**src/core/ebps_consts.vh**
```
// constants of the external bus phase sequencer
// assumes inclusion by bare name from core/ design files
`ifndef EBPS_CONSTS_VH
`define EBPS_CONSTS_VH

// register indices of the command port
`define EBPS_REG_CTRL      4'h0
`define EBPS_REG_TIMING0   4'h1
`define EBPS_REG_TIMING1   4'h2
`define EBPS_REG_ADDR_LO   4'h3
`define EBPS_REG_ADDR_HI   4'h4
`define EBPS_REG_WDATA     4'h5
`define EBPS_REG_RDATA     4'h6
`define EBPS_REG_STATUS    4'h7

// ctrl fields
`define EBPS_CTRL_GO       0
`define EBPS_CTRL_WRITE    1
`define EBPS_CTRL_MUX      2
`define EBPS_CTRL_RDY_EN   3
`define EBPS_CTRL_RDY_POL  4
`define EBPS_CTRL_RDY_ASY  5
`define EBPS_CTRL_BYTE_LO  6
`define EBPS_CTRL_BYTE_HI  7
`define EBPS_CTRL_CLK_EN   8

// timing0 fields: setup[0], extra[2:1], cmd[4:3], wsetup[5], hold[7:6]
`define EBPS_T0_SETUP      0
`define EBPS_T0_EXTRA      1
`define EBPS_T0_CMD        3
`define EBPS_T0_WSETUP     5
`define EBPS_T0_HOLD       6
// timing1: access length minus one, 5 bits
`define EBPS_T1_ACCESS     0

`define EBPS_CTRL_RESET    16'h0000
`define EBPS_T0_RESET      16'h0000
`define EBPS_T1_RESET      16'h0000

`endif

```
**src/core/ebps_top.v**
```verilog
// external bus phase sequencer: runs one parallel bus cycle per start
// assumes a register port master on ref_clk and an external memory on pins
// Function
// - cycle runs setup, command delay, write setup, access, hold in order
// - phase lengths come from software timing configuration registers
// - setup lasts 1 or 2 ticks, plus 0 to 3 when window changes
// - command delay 0-3, access 1-32, hold 0-3 ticks
// - write setup phase is 0 or 1 tick; mux bus turnaround falls in the command delay phase
// - with ready enabled, access phase holds until ready allows end
// - read data captured on edge that releases read strobe
// - address moves before read strobe end do not disturb captured data
// - reference clock output follows system clock period when enabled
// - multiplexed 16-line mode and demultiplexed 24-bit address, 16-bit data
// - ready polarity selectable
// - ready synchronous or via extra synchroniser stage
// - inactive ready adds wait state, active ready ends access phase
`timescale 1ns/1ps
`include "ebps_consts.vh"
module ebps_top #(
   parameter AW = 24,
   parameter DW = 16
) (
   input  wire          ref_clk,
   input  wire          reset,
   input  wire [3:0]    reg_addr,
   input  wire [15:0]   reg_wdata,
   input  wire          reg_wr,
   input  wire          reg_rd,
   output reg  [15:0]   reg_rdata,
   output wire          bus_reference_clock_out,
   output wire          external_clock_pin_output,
   output reg           chip_select_n,
   output reg           addr_latch,
   output reg           read_n,
   output reg           write_lo_n,
   output reg           write_hi_n,
   output reg           upper_byte_enable_n,
   output reg  [AW-1:0] demux_address_bus,
   input  wire [DW-1:0] demux_data_bus_in,
   output reg  [DW-1:0] demux_data_bus_out,
   output reg           demux_data_bus_oe,
   input  wire [DW-1:0] muxed_addr_data_bus_in,
   output reg  [DW-1:0] muxed_addr_data_bus_out,
   output reg           muxed_addr_data_bus_oe,
   input  wire          ready_in
);
   localparam S_IDLE   = 3'd0;
   localparam S_SETUP  = 3'd1;
   localparam S_CMD    = 3'd2;
   localparam S_WSETUP = 3'd3;
   localparam S_ACCESS = 3'd4;
   localparam S_WAIT   = 3'd5;
   localparam S_HOLD   = 3'd6;

   reg [15:0]   ctrl_q;
   reg [15:0]   tim0_q;
   reg [15:0]   tim1_q;
   reg [AW-1:0] addr_q;
   reg [DW-1:0] wdata_q;
   reg [DW-1:0] rdata_q;
   reg          go_q;
   reg          done_q;
   reg [2:0]    state_q;
   reg [5:0]    cnt_q;
   reg [AW-1:0] last_win_q;
   reg          win_valid_q;
   reg          rdy_extra_q;
   reg          cap_q;

   wire         busy = (state_q != S_IDLE);
   wire         is_wr = ctrl_q[`EBPS_CTRL_WRITE];
   wire         mux = ctrl_q[`EBPS_CTRL_MUX];
   wire         rdy_en = ctrl_q[`EBPS_CTRL_RDY_EN];
   wire [1:0]   extra = tim0_q[`EBPS_T0_EXTRA +: 2];
   wire [1:0]   cmd_len = tim0_q[`EBPS_T0_CMD +: 2];
   wire         ws_len = tim0_q[`EBPS_T0_WSETUP];
   wire [1:0]   hold_len = tim0_q[`EBPS_T0_HOLD +: 2];
   wire [4:0]   acc_m1 = tim1_q[`EBPS_T1_ACCESS +: 5];

   ////////////////////////////////////////////////////////////////////////
   // ready input: two-flop sync, optional extra stage, polarity
   wire rdy_sync;
   ebps_sync u_rdy_sync (
      .ref_clk (ref_clk),
      .reset   (reset),
      .din     (ready_in),
      .dout    (rdy_sync)
   );

   always @(posedge ref_clk or posedge reset) begin
      if (reset)
         rdy_extra_q <= 1'b0;
      else
         rdy_extra_q <= rdy_sync;
   end

   wire rdy_raw = ctrl_q[`EBPS_CTRL_RDY_ASY] ? rdy_extra_q : rdy_sync;
   wire rdy_act = rdy_raw ^ ctrl_q[`EBPS_CTRL_RDY_POL];

   ////////////////////////////////////////////////////////////////////////
   // reference clock output
   assign bus_reference_clock_out  = ctrl_q[`EBPS_CTRL_CLK_EN] & ref_clk;
   assign external_clock_pin_output = bus_reference_clock_out;

   ////////////////////////////////////////////////////////////////////////
   // register port
   always @(posedge ref_clk or posedge reset) begin
      if (reset) begin
         ctrl_q  <= `EBPS_CTRL_RESET;
         tim0_q  <= `EBPS_T0_RESET;
         tim1_q  <= `EBPS_T1_RESET;
         addr_q  <= {AW{1'b0}};
         wdata_q <= {DW{1'b0}};
         go_q    <= 1'b0;
      end else begin
         go_q <= 1'b0;
         if (reg_wr && !busy) begin
            case (reg_addr)
               `EBPS_REG_CTRL: begin
                  ctrl_q <= reg_wdata;
                  go_q   <= reg_wdata[`EBPS_CTRL_GO];
               end
               `EBPS_REG_TIMING0: tim0_q <= reg_wdata;
               `EBPS_REG_TIMING1: tim1_q <= reg_wdata;
               `EBPS_REG_ADDR_LO: addr_q[15:0] <= reg_wdata;
               `EBPS_REG_ADDR_HI: addr_q[AW-1:16] <= reg_wdata[AW-17:0];
               `EBPS_REG_WDATA:   wdata_q <= reg_wdata;
               default: ;
            endcase
         end
      end
   end

   always @(posedge ref_clk or posedge reset) begin
      if (reset)
         reg_rdata <= 16'h0000;
      else if (reg_rd) begin
         case (reg_addr)
            `EBPS_REG_CTRL:    reg_rdata <= ctrl_q;
            `EBPS_REG_TIMING0: reg_rdata <= tim0_q;
            `EBPS_REG_TIMING1: reg_rdata <= tim1_q;
            `EBPS_REG_ADDR_LO: reg_rdata <= addr_q[15:0];
            `EBPS_REG_ADDR_HI: reg_rdata <= {8'h00, addr_q[AW-1:16]};
            `EBPS_REG_WDATA:   reg_rdata <= wdata_q;
            `EBPS_REG_RDATA:   reg_rdata <= rdata_q;
            `EBPS_REG_STATUS:  reg_rdata <= {13'h0000, state_q == S_WAIT, done_q, busy};
            default:           reg_rdata <= 16'h0000;
         endcase
      end else
         reg_rdata <= 16'h0000;
   end

   ////////////////////////////////////////////////////////////////////////
   // phase sequencer; one tick = one ref_clk cycle
   wire       win_change = !win_valid_q || (last_win_q[AW-1:16] != addr_q[AW-1:16]);
   wire [5:0] setup_len = {5'd0, tim0_q[`EBPS_T0_SETUP]} + 6'd1 +
                          (win_change ? {4'd0, extra} : 6'd0);
   wire       last = (cnt_q == 6'd1);

   always @(posedge ref_clk or posedge reset) begin
      if (reset) begin
         state_q     <= S_IDLE;
         cnt_q       <= 6'd0;
         done_q      <= 1'b0;
         rdata_q     <= {DW{1'b0}};
         last_win_q  <= {AW{1'b0}};
         win_valid_q <= 1'b0;
         cap_q       <= 1'b0;
      end else begin
         // read strobe lags the phase by one edge: latch on its release
         cap_q <= 1'b0;
         if (cap_q)
            rdata_q <= mux ? muxed_addr_data_bus_in : demux_data_bus_in;
         if (reg_rd && reg_addr == `EBPS_REG_STATUS && !(busy && state_q == S_HOLD && last))
            done_q <= 1'b0;
         case (state_q)
            S_IDLE: begin
               if (go_q) begin
                  state_q <= S_SETUP;
                  cnt_q   <= setup_len;
                  done_q  <= 1'b0;
               end
            end
            S_SETUP: begin
               if (last) begin
                  last_win_q  <= addr_q;
                  win_valid_q <= 1'b1;
                  if (cmd_len != 2'd0) begin
                     state_q <= S_CMD;
                     cnt_q   <= {4'd0, cmd_len};
                  end else if (ws_len) begin
                     state_q <= S_WSETUP;
                     cnt_q   <= 6'd1;
                  end else begin
                     state_q <= S_ACCESS;
                     cnt_q   <= {1'b0, acc_m1} + 6'd1;
                  end
               end else
                  cnt_q <= cnt_q - 6'd1;
            end
            S_CMD: begin
               if (last) begin
                  if (ws_len) begin
                     state_q <= S_WSETUP;
                     cnt_q   <= 6'd1;
                  end else begin
                     state_q <= S_ACCESS;
                     cnt_q   <= {1'b0, acc_m1} + 6'd1;
                  end
               end else
                  cnt_q <= cnt_q - 6'd1;
            end
            S_WSETUP: begin
               state_q <= S_ACCESS;
               cnt_q   <= {1'b0, acc_m1} + 6'd1;
            end
            S_ACCESS, S_WAIT: begin
               if (last && (!rdy_en || rdy_act)) begin
                  cap_q <= !is_wr;
                  if (hold_len != 2'd0) begin
                     state_q <= S_HOLD;
                     cnt_q   <= {4'd0, hold_len};
                  end else begin
                     state_q <= S_IDLE;
                     done_q  <= 1'b1;
                  end
               end else if (last)
                  state_q <= S_WAIT;
               else
                  cnt_q <= cnt_q - 6'd1;
            end
            S_HOLD: begin
               if (last) begin
                  state_q <= S_IDLE;
                  done_q  <= 1'b1;
               end else
                  cnt_q <= cnt_q - 6'd1;
            end
            default: state_q <= S_IDLE;
         endcase
      end
   end

   ////////////////////////////////////////////////////////////////////////
   // pin drivers, registered from state so strobes move one edge after phase edges
   reg [2:0] nxt_phase;
   always @* begin
      nxt_phase = state_q;
   end

   always @(posedge ref_clk or posedge reset) begin
      if (reset) begin
         chip_select_n           <= 1'b1;
         addr_latch              <= 1'b0;
         read_n                  <= 1'b1;
         write_lo_n              <= 1'b1;
         write_hi_n              <= 1'b1;
         upper_byte_enable_n     <= 1'b1;
         demux_address_bus       <= {AW{1'b0}};
         demux_data_bus_out      <= {DW{1'b0}};
         demux_data_bus_oe       <= 1'b0;
         muxed_addr_data_bus_out <= {DW{1'b0}};
         muxed_addr_data_bus_oe  <= 1'b0;
      end else begin
         // outputs follow the phase register one edge later
         chip_select_n       <= !(busy && nxt_phase != S_IDLE);
         addr_latch          <= mux && nxt_phase == S_SETUP;
         read_n              <= !(!is_wr && (nxt_phase == S_ACCESS || nxt_phase == S_WAIT));
         write_lo_n          <= !(is_wr && ctrl_q[`EBPS_CTRL_BYTE_LO] &&
                                  (nxt_phase == S_ACCESS || nxt_phase == S_WAIT));
         write_hi_n          <= !(is_wr && ctrl_q[`EBPS_CTRL_BYTE_HI] &&
                                  (nxt_phase == S_ACCESS || nxt_phase == S_WAIT));
         upper_byte_enable_n <= !(busy && ctrl_q[`EBPS_CTRL_BYTE_HI]);
         if (busy)
            demux_address_bus <= addr_q;
         demux_data_bus_out  <= wdata_q;
         demux_data_bus_oe   <= !mux && is_wr && busy && nxt_phase != S_SETUP;
         if (nxt_phase == S_SETUP) begin
            muxed_addr_data_bus_out <= addr_q[DW-1:0];
            muxed_addr_data_bus_oe  <= mux;
         end else begin
            muxed_addr_data_bus_out <= wdata_q;
            // turnaround: bus released in command phase, write data after
            muxed_addr_data_bus_oe  <= mux && is_wr && busy && nxt_phase != S_CMD;
         end
      end
   end
endmodule

```
**src/core/ebps_sync.v**
```verilog
// two flip-flop synchroniser for one level
// assumes input from outside the ref_clk domain
`timescale 1ns/1ps
module ebps_sync (
   input  wire ref_clk,
   input  wire reset,
   input  wire din,
   output wire dout
);
   reg meta_q;
   reg sync_q;

   always @(posedge ref_clk or posedge reset) begin
      if (reset) begin
         meta_q <= 1'b0;
         sync_q <= 1'b0;
      end else begin
         meta_q <= din;
         sync_q <= meta_q;
      end
   end

   assign dout = sync_q;
endmodule

```
**config.mk**
```make
export PLATFORM = sky130hd
export DESIGN_NAME = ebps_top
export DESIGN_NICKNAME = d
export VERILOG_FILES = /design/src/core/ebps_top.v /design/src/core/ebps_sync.v
export VERILOG_INCLUDE_DIRS = /design/src /design/src/core
export SDC_FILE = /design/constraint.sdc
export NUM_CORES = 1
export LEC_CHECK = 0
export BUFFER_PORTS_ARGS = -buffer_cell sky130_fd_sc_hd__buf_2
export CAP_MARGIN = 20
export CORE_ASPECT_RATIO = 1.1
export CORE_UTILIZATION = 25
export DETAILED_ROUTE_END_ITERATION = 6
export PLACE_DENSITY = 0.45
export SLEW_MARGIN = 0
export SYNTH_ARGS = -nofsm -noshare
export SYNTH_HDL_FRONTEND = slang
export SYNTH_SLANG_ARGS = --single-unit
export TNS_END_PERCENT = 30
```
**constraint.sdc**
```tcl
create_clock -name ref_clk -period 5.9 [get_ports ref_clk]
set_clock_uncertainty 0.2 [all_clocks]
set_input_delay 0.59 -clock ref_clk [delete_from_list [all_inputs] [get_ports ref_clk]]
set_output_delay 0.59 -clock ref_clk [all_outputs]
set_load 0.05 [all_outputs]
```
* Yosys cells after proc, flatten, opt, wreduce, memory -nomap -nowiden
Cells that the tools add are included.
Widths: inputs -> output; s select.
** Storage, ports and cells
- Output and inout port bits :: 82
- Register bits :: 224
- Logic and storage cells :: 142
** Cells by class
- Bitwise operators :: 2
- Reduce and logical (&&, ||, !) cells :: 48
- Eq/ne operators :: 23
- Muxes and demuxes :: 36
- $add $sub $neg :: 4
** Operators with widths (count)
- $pmux 16 s8 :: 1
- $mux 16 :: 3
- $mux 6 :: 8
- $pmux 6 s6 :: 1
- $mux 3 :: 9
- $logic_and 1x1->1 :: 19
- $pmux 3 s6 :: 1
- $eq 4x3->1 const B :: 4
- $reduce_and 2->1 :: 7
- $mux 1 :: 11
- $logic_not 1->1 :: 10
- $eq 3x3->1 const B :: 3
- $eq 4x2->1 const B :: 2
- $ne 2x2->1 const B :: 4
- $ne 8x8->1 :: 1
- $add 5x1->6 const B :: 1
- $eq 3x2->1 const B :: 2
- $eq 6x1->1 const B :: 1
- $ne 3x3->1 const B :: 2
- $reduce_bool 6->1 :: 1
- $sub 6x1->6 const B :: 1
- $reduce_and 5->1 :: 1
- $eq 4x1->1 const B :: 1
- $logic_not 4->1 :: 1
- other kinds (15) :: 18

* Longest topological paths before layout
- Depth after elaboration :: 9
- Depth in mapped cells :: 9
- Depth with buffers taken out :: 8

* By module
From an unflattened synthesis, not the netlist that was laid out.
** Second synthesis, totals
- Cells, all modules :: 783
- Area, all modules :: 9387.8 sq um
** By module, submodules not included
- ebps_top :: instances 1, cells an instance 780, area each 9334.0 sq um
- ebps_sync :: instances 1, cells an instance 3, area each 53.8 sq um

==> flow_metrics.py <==
metrics = {
    "place": {
        "place.detailed.hpwl_um": 19200,
        "dp_cells": 1372,
        "portBuffers": 138,
        "place_congestion": 0.781,
        "place_ws_ns": 1.82,
    },
    "power_and_ir_drop": {
        "p_int_mw": 4.06,
        "pwr_density_cell_nw_per_um2": 602,
        "total_power_mw": 6.97,
        "combPwrFrac_pct": 36.2,
        "clkPwrFrac_pct": 26.1,
        "power.switching_mw": 2.92,
        "p_sw_share_pct": 41.8,
        "pwr-share-seq_pct": 37.7,
        "vdd_drop_max_mv": 0.270,
        "leakagePower_nw": 5.31,
    },
    "clock_tree": {
        "cts_tree": "built",
        "hold_buffers": 2,
        "clk_latency_ns": 0.64,
        "cts_resized": 0,
        "post_cts_buffers": 0,
        "clk_pin_slew_ns": 0.06,
    },
    "logic_synthesis": {
        "synthSimpleGateAreaFrac_pct": 11.6,
        "synth.distinct_cells": 70,
        "synth-seq-area-share_pct": 55.5,
        "synth_top_family_by_area": "multiplexers",
        "async_flop_share_pct": 100,
        "synth_compound_area_share_pct": 9.47,
        "synth-seq-cells": 208,
        "yosys.area_share.adder_pct": 0.667,
        "syn_area_um2": 9380,
        "synth_xor_area_share_pct": 1.21,
        "yosysWarningCount": 0,
        "synth_edf_count": 0,
        "syn-num-nets": 844,
        "avgSynthCellArea_um2": 12.0,
        "netlist_instances": 782,
        "ys.flop_type": "dfrtp_1",
        "yosys-mux-area-fraction_pct": 18.2,
    },
    "routing": {
        "wl_met2_um": 13200,
        "wl_per_cell_um": 19.7,
        "drc": 1,
        "wl_met1_um": 13100,
        "num_vias": 6557,
        "drt_pass1_iterations": 7,
        "route.antenna.remaining_nets": 0,
        "dr_wl_met3_um": 1350,
        "wl_um": 28100,
        "highest_layer": "met4",
        "viasPerCell": 4.59,
        "drt_iter0_markers": 322,
    },
    "min_path": {
        "hold_path_class": "input port to register",
        "hold_depth": 2,
        "min_from": "reg_wdata[11]",
    },
    "layout": {
        "final_nets": 980,
        "fin_cells": 1430,
        "diodes": 0,
        "syn_to_final_growth_pct": 23.4,
        "final_util_pct": 31.3,
        "drive_above_1_share_pct": 35.9,
        "fill_cells": 3848,
    },
    "floorplanning": {
        "dieArea_um2": 38300,
        "ioPinCount": 139,
        "initial_core_util_pct": 25.3,
        "rows": 74,
        "die_x_um": 187,
        "core_region_area_um2": 37000,
        "dieHeight_um": 205,
    },
    "global_route": {
        "grt_antenna_before_repair": 0,
        "gr-usage-all-layers_pct": 14.9,
        "grt_pass1_wl_um": 43000,
        "grt_pass1_vias": 6767,
        "grt.overflow.total": 0,
        "grt_max_degree": 116,
    },
    "sta": {
        "finalHoldViolCount": 0,
        "tightestPinTransition_ns": 0.953,
        "setup_tns_ns": 0,
        "drv_slew": 0,
        "setup_viol": 0,
        "slew_headroom_pct": 36.5,
        "fin_ws_ns": 0.619,
        "rsz0062_at_grt": "no",
    },
    "setup_path": {
        "reg2reg_from": "nxt_phase[0]",
        "startpoint_type": "clock port",
        "cp_max_fo": 2,
        "critPathArrivalTime_ns": 4.49,
        "r2r_cells": 4,
        "crit_start": "ref_clk",
        "cp.required_ns": 5.11,
        "end_kind": "output pin",
        "path_class": "clock port to output pin",
    },
    "flow_run": {
        "drv_cap": 0,
    },
    "outcome": {
        "status": "complete, but fails checks",
        "violations": "DRC",
    },
}
## cells in the mapped netlist, drive strengths merged (4+ instances only)
library cell | instances | share of area (%)
o21ai | 24 | 1.3
o31ai | 8 | 0.79
nor3 | 10 | 0.59
mux4 | 4 | 0.96
xnor2 | 8 | 0.75
a22o | 8 | 0.75
clkbuf | 14 | 0.56
nand4 | 6 | 0.88
nor2 | 41 | 1.7
a21oi | 43 | 2.3
xor2 | 5 | 0.47
nor3b | 6 | 0.48
nand3 | 15 | 1.2
buf | 32 | 2.2
ha | 5 | 0.67
nor2b | 14 | 0.96
mux2 | 115 | 14
nand2 | 103 | 4.2
dfstp | 5 | 1.4
a22oi | 10 | 0.80
a31oi | 5 | 0.33
nand2b | 8 | 0.53
inv | 13 | 0.57
mux2i | 29 | 3.1
o22ai | 5 | 0.33
dfrtp | 203 | 54
## area by class of cell
cell class	instances	area, um^2	share of cell area (%)
inverters	13	57.6	0.497
flip-flops and latches	208	5210	45.0
clock buffers	48	997	8.61
clock inverters	9	61.3	0.529
multi-input cells	515	3860	33.4
well taps	494	618	5.34
repair buffers	143	771	6.66
## power by group through the flow
stage / Clock (mW) / Sequential (mW) / Combinational, mW
2_1_floorplan: 0.0399 / 3.06 / 1.34
3_3_place_gp: 0.0407 / 2.69 / 2.50
3_5_place_dp: 0.0407 / 2.68 / 2.51
4_1_cts: 1.88 / 2.66 / 2.53
5_1_grt: 1.93 / 2.71 / 2.76
6_report: 1.82 / 2.63 / 2.53
## worst max-delay path, cell delays in order
cell	delay, ns
clkbuf_16	0.12
clkbuf_16	0.13
clkbuf_16	0.13
clkbuf_16	0.13
clkbuf_16	0.13
clkbuf_16	0.13
clkbuf_16	0.12
and2_1	0.16
clkbuf_16	0.15
clkbuf_16	0.13
buf_2	0.20
## through the flow
step / hold WS [ns] / cell area [um^2]
after floorplan: 0.131 / 9390
after global placement: 0.135 / 10500
after detailed placement: 0.136 / 10500
after CTS: 0.0113 / 11600
after global routing: 0.0182 / 11600
final: 0.0353 / 11600
## kinds of logic after synthesis
group                      after synthesis
and+or+nand+nor                        215
DFF                                    208
muxes                                  148
AOI/OAI and AO/OA                      134
buffers and inverters                   59
xor gates and xnor gates                13
adders and majority gates                5
## per-layer routing
metal / vias to the layer above / track usage, %
met5: - / 0
met4: 0 / 4.39
met3: 33 / 2.73
met2: 195 / 24.2
met1: 3269 / 20.4
li1: 3060 / -
## registers in the layout, indices dropped and copies added, names as in the netlist, 3 cells and up
register and cells:
addr_q 24, cnt_q 6, ctrl_q 16, demux_address_bus 24, demux_data_bus_out 16, last_win_q 8
muxed_addr_data_bus_out 16, nxt_phase 3, rdata_q 16, reg_rdata 16, tim0_q 16, tim1_q 16
wdata_q 16
## cell usage in the layout (no fill, tap or decap), drive strengths merged, types with 14 or more instances in the layout
cell and count:
a21oi 43, buf 143, clkbuf 46, dfrtp 203
mux2 115, mux2i 29, nand2 103, nand3 15
nor2 41, nor2b 14, o21ai 24
## path summary, 6_finish.rpt
| path | endpoint | slack, ns |
|---|---|---|
| setup / recovery | external_clock_pin_output | 0.62 |
| hold reg to reg | u_rdy_sync.dout | 0.14 |
| setup reg to reg | tim0_q[5] | 2.90 |
| min in group asynchronous | muxed_addr_data_bus_out[7] | 0.36 |
| hold / removal | tim1_q[11] | 0.04 |
| max in group asynchronous | rdata_q[5] | 3.86 |
No activity file was read; power rests on OpenSTA's default activity.
